===== src/rtl/deeac_params.svh =====
// Constants for the data EEPROM access control block.
// What this block does
// - Wait-for-interrupt or active halt request puts the block into wait.
// - Wait is entered at once when idle, else after programming or erase completes.
// - Halt enters immediately and aborts programming; during an erase it is entered only after the erase completes.
// - Array reads are not driven onto the bus while latch select is 1.
// - Array writes are not latched while latch select is 0.
// - Reset during programming leaves the targeted bytes at their old values.
// - Readout protection blocks external reads and rewrites of the array.
// - Removing protection first erases program memory and the whole array.
// - One option bit protects program memory and data array together.
// - Control/status bits 7 to 2 always read as zero.
// - Latch select set by software, cleared by hardware at cycle end.
// - Software may clear latch select only while the start flag is 0.
// - Setting the start flag begins programming of the latched bytes.
// - Start flag reads 1 while programming runs, hardware clears it at end.
// - Four calibration bytes are readable in user mode only.
// - Calibration bytes survive any erase of the array or program memory.
`ifndef DEEAC_PARAMS_SVH
`define DEEAC_PARAMS_SVH

`define DEEAC_OFS_CTRL 8'h00
`define DEEAC_OFS_IRQ_STAT 8'h04
`define DEEAC_OFS_IRQ_MASK 8'h08
`define DEEAC_OFS_OPTION 8'h0C
`define DEEAC_OFS_STATE 8'h10

`define DEEAC_BIT_PGM 0
`define DEEAC_BIT_LAT 1
`define DEEAC_CTRL_RESET 8'h00

`define DEEAC_IRQ_DONE 0
`define DEEAC_IRQ_RD_ERR 1
`define DEEAC_IRQ_WR_ERR 2
`define DEEAC_IRQ_ABORT 3
`define DEEAC_IRQ_ERASED 4
`define DEEAC_IRQ_W 5

`define DEEAC_CAL_BASE 16'hDEE0
`define DEEAC_ERASED_BYTE 8'hFF

`define DEEAC_CLK_MHZ 125
`define DEEAC_PROG_TIME_US 10
`define DEEAC_PROG_CYCLES (`DEEAC_PROG_TIME_US * `DEEAC_CLK_MHZ)

`endif


===== src/rtl/deeac_pkg.sv =====
// Types shared by the data EEPROM access control block.
package deeac_pkg;
    typedef enum logic [2:0] {
        DEEAC_IDLE = 3'h0,
        DEEAC_PROG = 3'h1,
        DEEAC_WAIT = 3'h3,
        DEEAC_HALT = 3'h2,
        DEEAC_ERASE = 3'h6
    } deeac_state_t;
endpackage


===== src/rtl/deeac_top.sv =====
// Data EEPROM control/status, array access, protection and power modes.
`timescale 1ns/1ns
`include "deeac_params.svh"
module deeac_top import deeac_pkg::*; #(
    parameter int ARR_DEPTH = 256,
    parameter int ROW_BYTES = 32,
    parameter logic [15:0] ARR_BASE = 16'h1000,
    parameter int PROG_CYCLES = `DEEAC_PROG_CYCLES,
    // Calibration contents, arbitrary values
    parameter logic [31:0] CAL_VALUES = 32'h5A5A5A5A
) (
    input wire logic clk, // 125 MHz clock
    input wire logic arst_n, // Async reset, active low
    input wire logic psel, // APB select
    input wire logic penable, // APB enable
    input wire logic pwrite, // APB direction
    input wire logic [7:0] paddr, // APB byte address
    input wire logic [31:0] pwdata, // APB write data
    output logic [31:0] prdata, // APB read data
    output logic pready, // APB ready
    output logic pslverr, // APB error
    input wire logic mem_req, // CPU array access strobe
    input wire logic mem_we, // CPU access is a write
    input wire logic mem_ext, // Access comes from outside (debug)
    input wire logic [15:0] mem_addr, // CPU byte address
    input wire logic [7:0] mem_wdata, // CPU write byte
    output logic [7:0] mem_rdata, // Read byte
    output logic mem_rdrive, // Read byte is driven on the bus
    input wire logic user_mode, // CPU runs in user mode
    input wire logic wfi_req, // Wait-for-interrupt executed
    input wire logic active_halt_req, // Active halt entered
    input wire logic halt_req, // Halt instruction executed
    input wire logic opt_readout_protect, // Option bit strap
    output logic in_wait, // Block sits in wait
    output logic in_halt, // Block sits in halt
    output logic prog_mem_erase, // Pulse: erase program memory
    output logic irq // Level interrupt
);
    localparam int AW = $clog2(ARR_DEPTH);
    localparam int RW = $clog2(ROW_BYTES);
    localparam int CW = $clog2(PROG_CYCLES + 1);

    deeac_state_t state_q, state_d;
    logic [7:0] arr_q [ARR_DEPTH];
    logic [7:0] lat_data_q [ROW_BYTES];
    logic [ROW_BYTES-1:0] lat_vld_q;
    logic [AW-RW-1:0] lat_row_q;
    logic lat_q, pgm_q, rop_q, rop_loaded_q;
    logic [`DEEAC_IRQ_W-1:0] ists_q, imsk_q, iset;
    logic [CW-1:0] cnt_q;
    logic [AW-1:0] ers_q;
    logic [31:0] prdata_q;
    logic [7:0] mem_rdata_q;
    logic mem_rdrive_q, erase_pulse_q;

    // APB decode: zero wait states, read data captured in the setup cycle
    wire setup = psel & ~penable;
    wire wr_acc = psel & penable & pwrite;
    wire hit_ctrl = paddr == `DEEAC_OFS_CTRL;
    wire hit_ists = paddr == `DEEAC_OFS_IRQ_STAT;
    wire hit_imsk = paddr == `DEEAC_OFS_IRQ_MASK;
    wire hit_opt = paddr == `DEEAC_OFS_OPTION;
    wire hit_state = paddr == `DEEAC_OFS_STATE;
    wire mapped = hit_ctrl | hit_ists | hit_imsk | hit_opt | hit_state;
    wire wr_ctrl = wr_acc & hit_ctrl;
    wire wr_opt = wr_acc & hit_opt;

    // Array and calibration decode on the CPU side
    wire [15:0] arr_off = mem_addr - ARR_BASE;
    wire [15:0] cal_off = mem_addr - `DEEAC_CAL_BASE;
    wire in_arr = (mem_addr >= ARR_BASE) && ({16'h0000, arr_off} < 32'(ARR_DEPTH));
    wire in_cal = (mem_addr >= `DEEAC_CAL_BASE) && (cal_off < 16'h0004);
    wire [AW-1:0] arr_idx = arr_off[AW-1:0];
    wire [AW-RW-1:0] row_of = arr_idx[AW-1:RW];
    wire [RW-1:0] col_of = arr_idx[RW-1:0];
    wire busy_op = (state_q == DEEAC_PROG) || (state_q == DEEAC_ERASE);
    // Array frozen while erasing or sleeping, reads then return nothing
    wire arr_open = (state_q == DEEAC_IDLE) || (state_q == DEEAC_PROG);

    wire rd_arr = mem_req & ~mem_we & in_arr;
    wire wr_arr = mem_req & mem_we & in_arr;
    wire ext_block = mem_ext & rop_q;
    wire rd_ok = rd_arr & ~lat_q & ~ext_block & arr_open;
    wire rd_cal = mem_req & ~mem_we & in_cal & user_mode & ~ext_block;
    wire lat_take = wr_arr & lat_q & ~pgm_q & ~ext_block & (state_q == DEEAC_IDLE)
        & (lat_vld_q == '0 || row_of == lat_row_q);

    // Control register writes
    wire sw_set_pgm = wr_ctrl & pwdata[`DEEAC_BIT_PGM] & lat_q & ~pgm_q
        & (state_q == DEEAC_IDLE);
    wire sw_clr_pgm = wr_ctrl & ~pwdata[`DEEAC_BIT_PGM] & pgm_q;
    wire sw_set_lat = wr_ctrl & pwdata[`DEEAC_BIT_LAT];
    wire sw_clr_lat = wr_ctrl & ~pwdata[`DEEAC_BIT_LAT] & ~pgm_q;
    wire rop_remove = wr_opt & ~pwdata[0] & rop_q & (state_q == DEEAC_IDLE);
    wire rop_set = wr_opt & pwdata[0];

    wire sleep_req = wfi_req | active_halt_req;
    wire prog_done = (state_q == DEEAC_PROG) && (cnt_q == CW'(PROG_CYCLES - 1));
    wire prog_abort = (state_q == DEEAC_PROG) && (halt_req || sw_clr_pgm);
    wire erase_done = (state_q == DEEAC_ERASE) && (ers_q == AW'(ARR_DEPTH - 1));

    function automatic logic [7:0] cal_byte(input logic [1:0] idx);
        cal_byte = CAL_VALUES[8*idx +: 8];
    endfunction

    // Mode sequencing
    always_comb begin
        state_d = state_q;
        case (state_q)
            DEEAC_IDLE: begin
                if (halt_req) begin
                    state_d = DEEAC_HALT;
                end else if (rop_remove) begin
                    state_d = DEEAC_ERASE;
                end else if (sleep_req) begin
                    state_d = DEEAC_WAIT;
                end else if (sw_set_pgm) begin
                    state_d = DEEAC_PROG;
                end
            end
            DEEAC_PROG: begin
                if (halt_req) begin
                    state_d = DEEAC_HALT;
                end else if (prog_done) begin
                    state_d = sleep_req ? DEEAC_WAIT : DEEAC_IDLE;
                end else if (sw_clr_pgm) begin
                    state_d = DEEAC_IDLE;
                end
            end
            DEEAC_WAIT: begin
                if (halt_req) begin
                    state_d = DEEAC_HALT;
                end else if (!sleep_req) begin
                    state_d = DEEAC_IDLE;
                end
            end
            DEEAC_HALT: begin
                if (!halt_req) begin
                    state_d = DEEAC_IDLE;
                end
            end
            DEEAC_ERASE: begin
                // Erase must finish, halting here would leave protection half removed
                if (erase_done) begin
                    state_d = DEEAC_IDLE;
                end
            end
            default: begin
                state_d = DEEAC_IDLE;
            end
        endcase
    end

    always_ff @(posedge clk or negedge arst_n) begin
        if (!arst_n) begin
            state_q <= DEEAC_IDLE;
        end else begin
            state_q <= state_d;
        end
    end

    // Programming time counter and erase sweep index
    always_ff @(posedge clk or negedge arst_n) begin
        if (!arst_n) begin
            cnt_q <= '0;
            ers_q <= '0;
        end else begin
            cnt_q <= (state_q == DEEAC_PROG) ? cnt_q + CW'(1) : '0;
            ers_q <= (state_q == DEEAC_ERASE) ? ers_q + AW'(1) : '0;
        end
    end

    // Control/status bits; the hardware clear at cycle end beats any set
    always_ff @(posedge clk or negedge arst_n) begin
        if (!arst_n) begin
            pgm_q <= 1'(`DEEAC_CTRL_RESET >> `DEEAC_BIT_PGM);
            lat_q <= 1'b0;
        end else if (prog_done || prog_abort && halt_req) begin
            pgm_q <= 1'b0;
            lat_q <= 1'b0;
        end else begin
            if (sw_set_pgm) begin
                pgm_q <= 1'b1;
            end else if (sw_clr_pgm) begin
                pgm_q <= 1'b0;
            end
            if (sw_set_lat) begin
                lat_q <= 1'b1;
            end else if (sw_clr_lat) begin
                lat_q <= 1'b0;
            end
        end
    end

    // Write latches; emptied when a cycle ends or is cut short
    always_ff @(posedge clk or negedge arst_n) begin
        if (!arst_n) begin
            lat_vld_q <= '0;
            lat_row_q <= '0;
        end else if (prog_done || prog_abort) begin
            lat_vld_q <= '0;
        end else if (lat_take) begin
            lat_vld_q[col_of] <= 1'b1;
            lat_row_q <= row_of;
        end
    end
    always_ff @(posedge clk) begin
        if (lat_take) begin
            lat_data_q[col_of] <= mem_wdata;
        end
    end

    // Array cells: no reset, so a reset mid-cycle leaves old or partial data
    always_ff @(posedge clk) begin
        if (state_q == DEEAC_ERASE) begin
            arr_q[ers_q] <= `DEEAC_ERASED_BYTE;
        end else if (prog_done) begin
            for (int i = 0; i < ROW_BYTES; i++) begin
                if (lat_vld_q[i]) begin
                    arr_q[{lat_row_q, RW'(i)}] <= lat_data_q[i];
                end
            end
        end
    end

    // Protection bit caught from the strap once after reset release
    always_ff @(posedge clk or negedge arst_n) begin
        if (!arst_n) begin
            rop_q <= 1'b0;
            rop_loaded_q <= 1'b0;
            erase_pulse_q <= 1'b0;
        end else begin
            rop_loaded_q <= 1'b1;
            erase_pulse_q <= rop_remove;
            if (!rop_loaded_q) begin
                rop_q <= opt_readout_protect;
            end else if (erase_done) begin
                rop_q <= 1'b0;
            end else if (rop_set) begin
                rop_q <= 1'b1;
            end
        end
    end

    // CPU-side read data; calibration bytes live outside the erasable array
    always_ff @(posedge clk or negedge arst_n) begin
        if (!arst_n) begin
            mem_rdata_q <= 8'h00;
            mem_rdrive_q <= 1'b0;
        end else begin
            mem_rdrive_q <= rd_ok | rd_cal;
            if (rd_cal) begin
                mem_rdata_q <= cal_byte(cal_off[1:0]);
            end else if (rd_ok) begin
                mem_rdata_q <= arr_q[arr_idx];
            end else begin
                mem_rdata_q <= 8'h00;
            end
        end
    end

    // Sticky interrupt status, write one to clear, a new event wins
    assign iset[`DEEAC_IRQ_DONE] = prog_done;
    assign iset[`DEEAC_IRQ_RD_ERR] = rd_arr & lat_q;
    assign iset[`DEEAC_IRQ_WR_ERR] = wr_arr & ~lat_q;
    assign iset[`DEEAC_IRQ_ABORT] = prog_abort;
    assign iset[`DEEAC_IRQ_ERASED] = erase_done;

    always_ff @(posedge clk or negedge arst_n) begin
        if (!arst_n) begin
            ists_q <= '0;
            imsk_q <= '0;
        end else begin
            ists_q <= (ists_q & ~((wr_acc & hit_ists) ? pwdata[`DEEAC_IRQ_W-1:0] : '0))
                | iset;
            if (wr_acc && hit_imsk) begin
                imsk_q <= pwdata[`DEEAC_IRQ_W-1:0];
            end
        end
    end

    // Register read data, registered during the setup cycle
    wire [31:0] rd_mux = hit_ctrl ? {30'h0, lat_q, pgm_q} :
        hit_ists ? 32'(ists_q) :
        hit_imsk ? 32'(imsk_q) :
        hit_opt ? {30'h0, (state_q == DEEAC_ERASE), rop_q} :
        hit_state ? {29'h0, state_q} : 32'h00000000;

    always_ff @(posedge clk or negedge arst_n) begin
        if (!arst_n) begin
            prdata_q <= 32'h00000000;
        end else if (setup) begin
            prdata_q <= pwrite ? 32'h00000000 : rd_mux;
        end
    end

    assign prdata = prdata_q;
    assign pready = 1'b1;
    assign pslverr = psel & penable & ~mapped;
    assign mem_rdata = mem_rdata_q;
    assign mem_rdrive = mem_rdrive_q;
    assign in_wait = state_q == DEEAC_WAIT;
    assign in_halt = state_q == DEEAC_HALT;
    assign prog_mem_erase = erase_pulse_q;
    assign irq = |(ists_q & imsk_q);
endmodule


===== config.mk =====
export PLATFORM = sky130hd
export DESIGN_NAME = deeac_top
export DESIGN_NICKNAME = d
export VERILOG_FILES = /design/src/rtl/deeac_pkg.sv /design/src/rtl/deeac_top.sv
export VERILOG_INCLUDE_DIRS = /design/src /design/src/rtl
export SDC_FILE = /design/constraint.sdc
export NUM_CORES = 2
export LEC_CHECK = 0
export BUFFER_PORTS_ARGS = -buffer_cell sky130_fd_sc_hd__buf_2
export CAP_MARGIN = 20
export CORE_ASPECT_RATIO = 1.75
export CORE_MARGIN = 4
export CORE_UTILIZATION = 30
export CTS_BUF_LIST = sky130_fd_sc_hd__clkbuf_2
export DETAILED_ROUTE_END_ITERATION = 16
export GPL_TIMING_DRIVEN = 0
export PLACE_DENSITY_LB_ADDON = 0.05
export SYNTH_ARGS = -nofsm -noshare
export SYNTH_HDL_FRONTEND = slang
export SYNTH_SLANG_ARGS = --single-unit

===== constraint.sdc =====
create_clock -name clk -period 3.4 [get_ports clk]
set_clock_uncertainty 0.1 [all_clocks]
set_input_delay 0.68 -clock clk [delete_from_list [all_inputs] [get_ports clk]]
set_output_delay 0.68 -clock clk [all_outputs]
set_load 0.1 [all_outputs]

; Word level (Yosys, flattened, before mapping)
; Memories as Yosys holds them, arrays and structs flattened.
; Index checks and enable logic that the tools add are counted.
[word_totals]
regBits = 113
mem_bits_rw = 2304
input_bits = 77
out_inout_bits = 47
elab_cells = 298
n_memories = 2
[classes]
add_sub_neg = 4
magnitude_cmp = 6
n_eq_ne = 17
n_shift = 1
n_mux = 172
n_bitwise = 58
n_reduce_logical = 23
[mem_list]
columns = memory, depth, width, rd, rd_ports_with_merged_regs, write_ports, line
row1 = arr_q, 256, 8, 1, 0, 32, deeac_top.sv:44  ; logic [7:0] arr_q [ARR_DEPTH];
row2 = lat_data_q, 32, 8, 32, 0, 1, deeac_top.sv:45  ; logic [7:0] lat_data_q [ROW_BYTES];
[op_table]
columns = cell, n
row1 = $mux 1, 143
row2 = $mux 32, 2
row3 = $mux 8, 5
row4 = $mux 3, 13
row5 = $and 1x1->1, 38
row6 = $logic_not 32->1, 1
row7 = $or 32x32->32, 1
row8 = $shiftx 32x6->8 const A, 1
row9 = $mux 5, 5
row10 = $eq 8x4->1 const B, 2
row11 = $ge 16x13->1 const B, 1
row12 = $ge 16x16->1 const B, 1
row13 = $lt 16x3->1 const B, 1
row14 = $lt 16x9->1 const B, 1
row15 = $sub 16x13->16 const B, 1
row16 = $sub 16x16->16 const B, 1
row17 = $pmux 3 s5, 1
row18 = $add 11x1->11 const B, 1
row19 = $eq 11x11->1 const B, 1
row20 = $mux 11, 1
row21 = $and 5x5->5, 2
row22 = $not 1->1, 9
row23 = $add 8x1->8 const B, 1
row24 = $eq 8x3->1 const B, 1
row25 = other kinds (28), 47

; Longest topological paths before layout
[depth]
word_depth = 12
mapped_depth = 12

; Worst setup path after synthesis
; No wires, ideal clock.
[synth_timing]
path_kind = reg-to-reg
from = reg state_q[2]
to = reg state_q[0]
t_arrival_ps = 3415
required_time_ps = 3218
setup_slack_ps = -197
path_stages_with_launch = 7
path_buffers = 1
synth_period_minus_slack_ps = 3597
cell_sequence = dfrtp_1 > buf_2 > nor3_1 > o21ai_0 > o211ai_1 > a21oi_1 > a31oi_1
[synth_rtl]
columns = element, line
row1 = from (decl), deeac_top.sv:43  ; deeac_state_t state_q, state_d;
row2 = from (signal assigned), deeac_top.sv:158  ; state_q <= state_d;
row3 = $eq 3x2->1 *, n/a
row4 = net in_wait, deeac_top.sv:34  ; output logic in_wait,
row5 = $ne 3x3->1 (no source line), n/a
row6 = $reduce_and 5->1 (no source line), n/a
; Mark *: on every way through the listed nets, which the timed path passes. The rest lies on a longest branch.
; A chain may end at the register's enable or synchronous reset.

; Worst setup path in the final report
[layout_timing]
from = reg ists_q[3]
to = out irq
[layout_between]
elab_chain_len = 2
[layout_rtl]
columns = element, line
row1 = from (decl), deeac_top.sv:49  ; logic [`DEEAC_IRQ_W-1:0] ists_q, imsk_q, iset;
row2 = from (signal assigned), deeac_top.sv:274  ; ists_q <= (ists_q & ~((wr_acc & hit_ists) ? pwdata[`DEEAC_IRQ_W-1:0] : '0))
row3 = $and 5x5->5, deeac_top.sv:305  ; assign irq = |(ists_q & imsk_q);
row4 = $reduce_or 5->1, deeac_top.sv:305
row5 = to (decl), deeac_top.sv:37  ; output logic irq
; Every way passes these cells.

==> flow_metrics.py <==
metrics = {
    "final_layout": {
        "layout-drive-gt1-share_pct": 29.51,
        "layout_commonest_cell": "sky130_fd_sc_hd__nand2_1",
        "multiInputGateArea_mm2": 0.03134,
        "fillers": 34250,
        "mostFrequentLayoutCells": "sky130_fd_sc_hd__nand2_1, sky130_fd_sc_hd__edfxtp_1, sky130_fd_sc_hd__clkbuf_2",
        "synth_to_final_area_change_pct": 23.15,
        "net_count_reported_at_finish": 9183,
        "regArea_mm2": 0.07135,
    },
    "clocking": {
        "numClockSinks": 2390,
        "clk_root_buffer_cell": "sky130_fd_sc_hd__clkbuf_2",
        "tritoncts": "yes",
        "clk_pin_slew_worst_paths_ns": 0.12,
        "cts-buffers-inserted": 610,
        "clk_latency_ns": 2.10,
        "cts_max_level": 6,
        "clock_tree.buffer_depth": 4,
    },
    "floorplanning": {
        "core_area_mm2": 0.3494,
        "placement_row_count": 287,
        "initial_utilization_pct": 30.13,
        "floorplan.die.width_um": 455.8,
        "design.portCount": 124,
        "floorplan.die.height_um": 791.6,
        "floorplan.die_area_mm2": 0.3608,
    },
    "sta": {
        "layout_worst_path_cycle_share_pct": 125.9,
        "fmaxAchievable_mhz": 233.6,
        "finalWorstSetupSlack_ns": -0.8801,
        "slew_headroom_pct": -44.11,
        "grt_setup_unrepaired": "yes",
        "final.setup.tns_ns": -636.62,
        "setup_viol": 3100,
        "min_period_ns": 4.280,
        "worst_hold_slack_ns": 0.05863,
        "worstMarginPinSlew_ns": 2.102,
        "slew_violations": 3,
        "hold_viol_final": 0,
    },
    "place": {
        "io_buffer_count": 66,
        "hpwlAfterDp_um": 646300,
        "gpl.final_weighted_congestion": 1.087,
    },
    "global_route": {
        "first_global_vias": 80080,
        "grt_max_degree": 60,
        "grt_first_pass_wirelength_um": 1021000,
        "globalRoute.totalOverflow": 0,
        "grt_antenna_before_repair": 188,
        "grt_util_all_layers_pct": 45.81,
    },
    "setup_path": {
        "setup.worst_path.end_class": "output port",
        "worstSetupPathType": "reg2out",
        "cp_data_required_time_ns": 2.62,
        "critical_path.reg2reg.startpoint": "lat_vld_q[4]",
        "logic_depth_of_the_worst_register_to_register_path": 13,
        "ff2ff_setup_slack_ns": -0.79,
        "crit-reg2reg-capture": "lat_data_q[26][1]",
        "path_max_fanout": 3,
        "timing.critical_path.arrival_ns": 3.50,
        "crit_path_start_kind": "register",
    },
    "drt": {
        "wire_per_inst_um": 59.10,
        "drt_pass1_iterations": 6,
        "first_drt_iteration_drcs": 13810,
        "avgViaCountPerCell": 6.028,
        "routed_wirelength_um": 848200,
        "final_routed_drc_violation_total": 0,
        "detailroute.via_count": 86510,
        "route.antenna.remaining_nets": 0,
    },
    "run": {
        "maxCapViolations": 1,
    },
    "synth": {
        "ys_seq_area_share_pct": 67.77,
        "number_of_distinct_standard_cells_referenced_by_the_synthesized_netlist": 90,
        "postSynthAreaPerCell_um2": 13.70,
        "synth-seq-cells": 2390,
        "summed_instance_area_of_the_synthesized_netlist_mm2": 0.1053,
        "netlist_instances": 7682,
        "ys.flop_type": "sky130_fd_sc_hd__edfxtp_1",
        "async_reset_ff_share_pct": 3.598,
        "edff_count_synth": 2304,
        "synth.yosys.warnings": 0,
    },
    "worst_hold_path": {
        "min_delay_worst_endpoint": "rop_q",
        "hold_depth": 6,
        "min-delay-start": "paddr[3]",
        "classification_of_the_worst_slack_hold_path": "in2reg",
    },
    "run_status": {
        "failed_checks": "max-capacitance violations, max-slew violations, negative setup slack",
        "result_of_the_run": "finished, violations left",
    },
    "power_and_ir_drop": {
        "power_density_mw_per_mm2": 442.4,
        "maximum_ir_drop_on_the_vdd_rail_mv": 0.2421,
        "leakage_nw": 44.80,
    },
}
-- worst max-delay path, cell delays in order (launching register included) --
cell	delay (ns)
sky130_fd_sc_hd__dfrtp_1	0.41
sky130_fd_sc_hd__a222oi_1	0.64
sky130_fd_sc_hd__nand2_1	0.15
sky130_fd_sc_hd__buf_6	0.23
-- worst max path at each step --
stage	startpoint	endpoint	slack, ns
after floorplan	paddr[3]	pslverr	0.07
after global placement	lat_vld_q[4]	lat_data_q[21][0]	-6.63
after detailed placement	mem_addr[1]	mem_rdata[3]	-3.79
after CTS	imsk_q[3]	irq	-1.08
after global routing	ists_q[3]	irq	-0.95
final	ists_q[3]	irq	-0.88
-- routing by layer --
layer	vias up	share of wire [%]	global-route usage, %	wire length, µm
met5	-	0.039	0	335
met4	48	14	50.37	115800
met3	2602	9.0	11.51	76140
met2	7398	45	71.66	384300
met1	45310	32	48.05	271600
li1	31160	-	-	-
-- per-stage QoR --
step           instances  power (mW)  instance area [µm²]  setup slack, ns  util, %
2_1_floorplan       7709       33.56               105400          0.06543        -
3_3_place_gp       12400       35.91               111500           -6.635    31.91
3_5_place_dp       12810       36.06               116800           -3.790    33.42
4_1_cts            14120       57.11               127500           -1.081    36.49
5_1_grt            14250       58.54               129400          -0.9540    37.02
6_report           14350       57.35               129600          -0.8801    37.10
-- power by group --
group	switching [mW]	internal, mW	total [mW]
clock network	13.7	7.84	21.6
logic	3.13	0.851	3.99
registers	0.00528	31.8	31.8
-- layout make-up --
type / count / area share (%)
multi-input cells: 4452 / 24.18
diodes: 181 / 0.3494
clock buffers: 877 / 3.386
inverters: 15 / 0.04923
well taps: 4624 / 4.463
clock inverters: 182 / 0.8504
flip-flops and latches: 2390 / 55.05
repair buffers: 791 / 7.271
plain buffers: 839 / 4.407
-- cells by family after synthesis --
| logic type | after synthesis | synth area share [%] |
|---|---|---|
| and+or+nand+nor | 3030 | 12.05 |
| DFF | 2390 | 67.77 |
| buffers and inverters | 874 | 4.253 |
| muxes | 683 | 11.61 |
| AOI/OAI and AO/OA | 677 | 4.064 |
| xor gates and xnor gates | 19 | 0.1581 |
| adders and majority gates | 7 | 0.08320 |
| other | 2 | 0.007135 |
-- flip-flops by register name, summed over array words and instances (netlist names), 3 cells and up --
register,cells
arr_q,2048
cnt_q,11
ers_q,8
imsk_q,5
ists_q,5
lat_data_q,256
lat_row_q,3
lat_vld_q,32
mem_rdata,8
prdata,5
state_q,3
-- cells in the mapped netlist, types with 13 or more instances --
cell | count | area share, %
sky130_fd_sc_hd__a211oi_1 | 26 | 0.19
sky130_fd_sc_hd__a21oi_1 | 53 | 0.25
sky130_fd_sc_hd__a221oi_1 | 17 | 0.14
sky130_fd_sc_hd__a22o_1 | 15 | 0.12
sky130_fd_sc_hd__a22oi_1 | 65 | 0.46
sky130_fd_sc_hd__a31oi_1 | 14 | 0.083
sky130_fd_sc_hd__and3_1 | 17 | 0.10
sky130_fd_sc_hd__buf_1 | 260 | 0.93
sky130_fd_sc_hd__buf_2 | 228 | 1.1
sky130_fd_sc_hd__buf_4 | 161 | 1.1
sky130_fd_sc_hd__buf_6 | 30 | 0.32
sky130_fd_sc_hd__clkbuf_1 | 175 | 0.62
sky130_fd_sc_hd__dfrtp_1 | 86 | 2.0
sky130_fd_sc_hd__edfxtp_1 | 2304 | 66
sky130_fd_sc_hd__inv_1 | 13 | 0.046
sky130_fd_sc_hd__mux2_2 | 41 | 0.44
sky130_fd_sc_hd__mux2i_1 | 216 | 2.1
sky130_fd_sc_hd__mux4_2 | 424 | 9.1
sky130_fd_sc_hd__nand2_1 | 2421 | 8.6
sky130_fd_sc_hd__nand3_1 | 54 | 0.26
sky130_fd_sc_hd__nand4_1 | 17 | 0.10
sky130_fd_sc_hd__nor2_1 | 121 | 0.43
sky130_fd_sc_hd__nor2b_1 | 283 | 1.7
sky130_fd_sc_hd__nor3_1 | 21 | 0.10
sky130_fd_sc_hd__nor4_1 | 18 | 0.11
sky130_fd_sc_hd__o211ai_1 | 17 | 0.12
sky130_fd_sc_hd__o21a_1 | 36 | 0.26
sky130_fd_sc_hd__o21ai_0 | 291 | 1.4
sky130_fd_sc_hd__o221ai_1 | 13 | 0.11
sky130_fd_sc_hd__o22ai_1 | 58 | 0.34
-- repair_timing --
action	4_1_cts	5_1_grt
pin swaps	48	24
setup endpoints to repair	4399	4101
hold buffers	149	1
setup buffers	103	54
endpoints found under the hold margin	664	1
cloned	19	3
gates resized for setup	508	344
No activity file was read; power rests on OpenSTA's default activity.
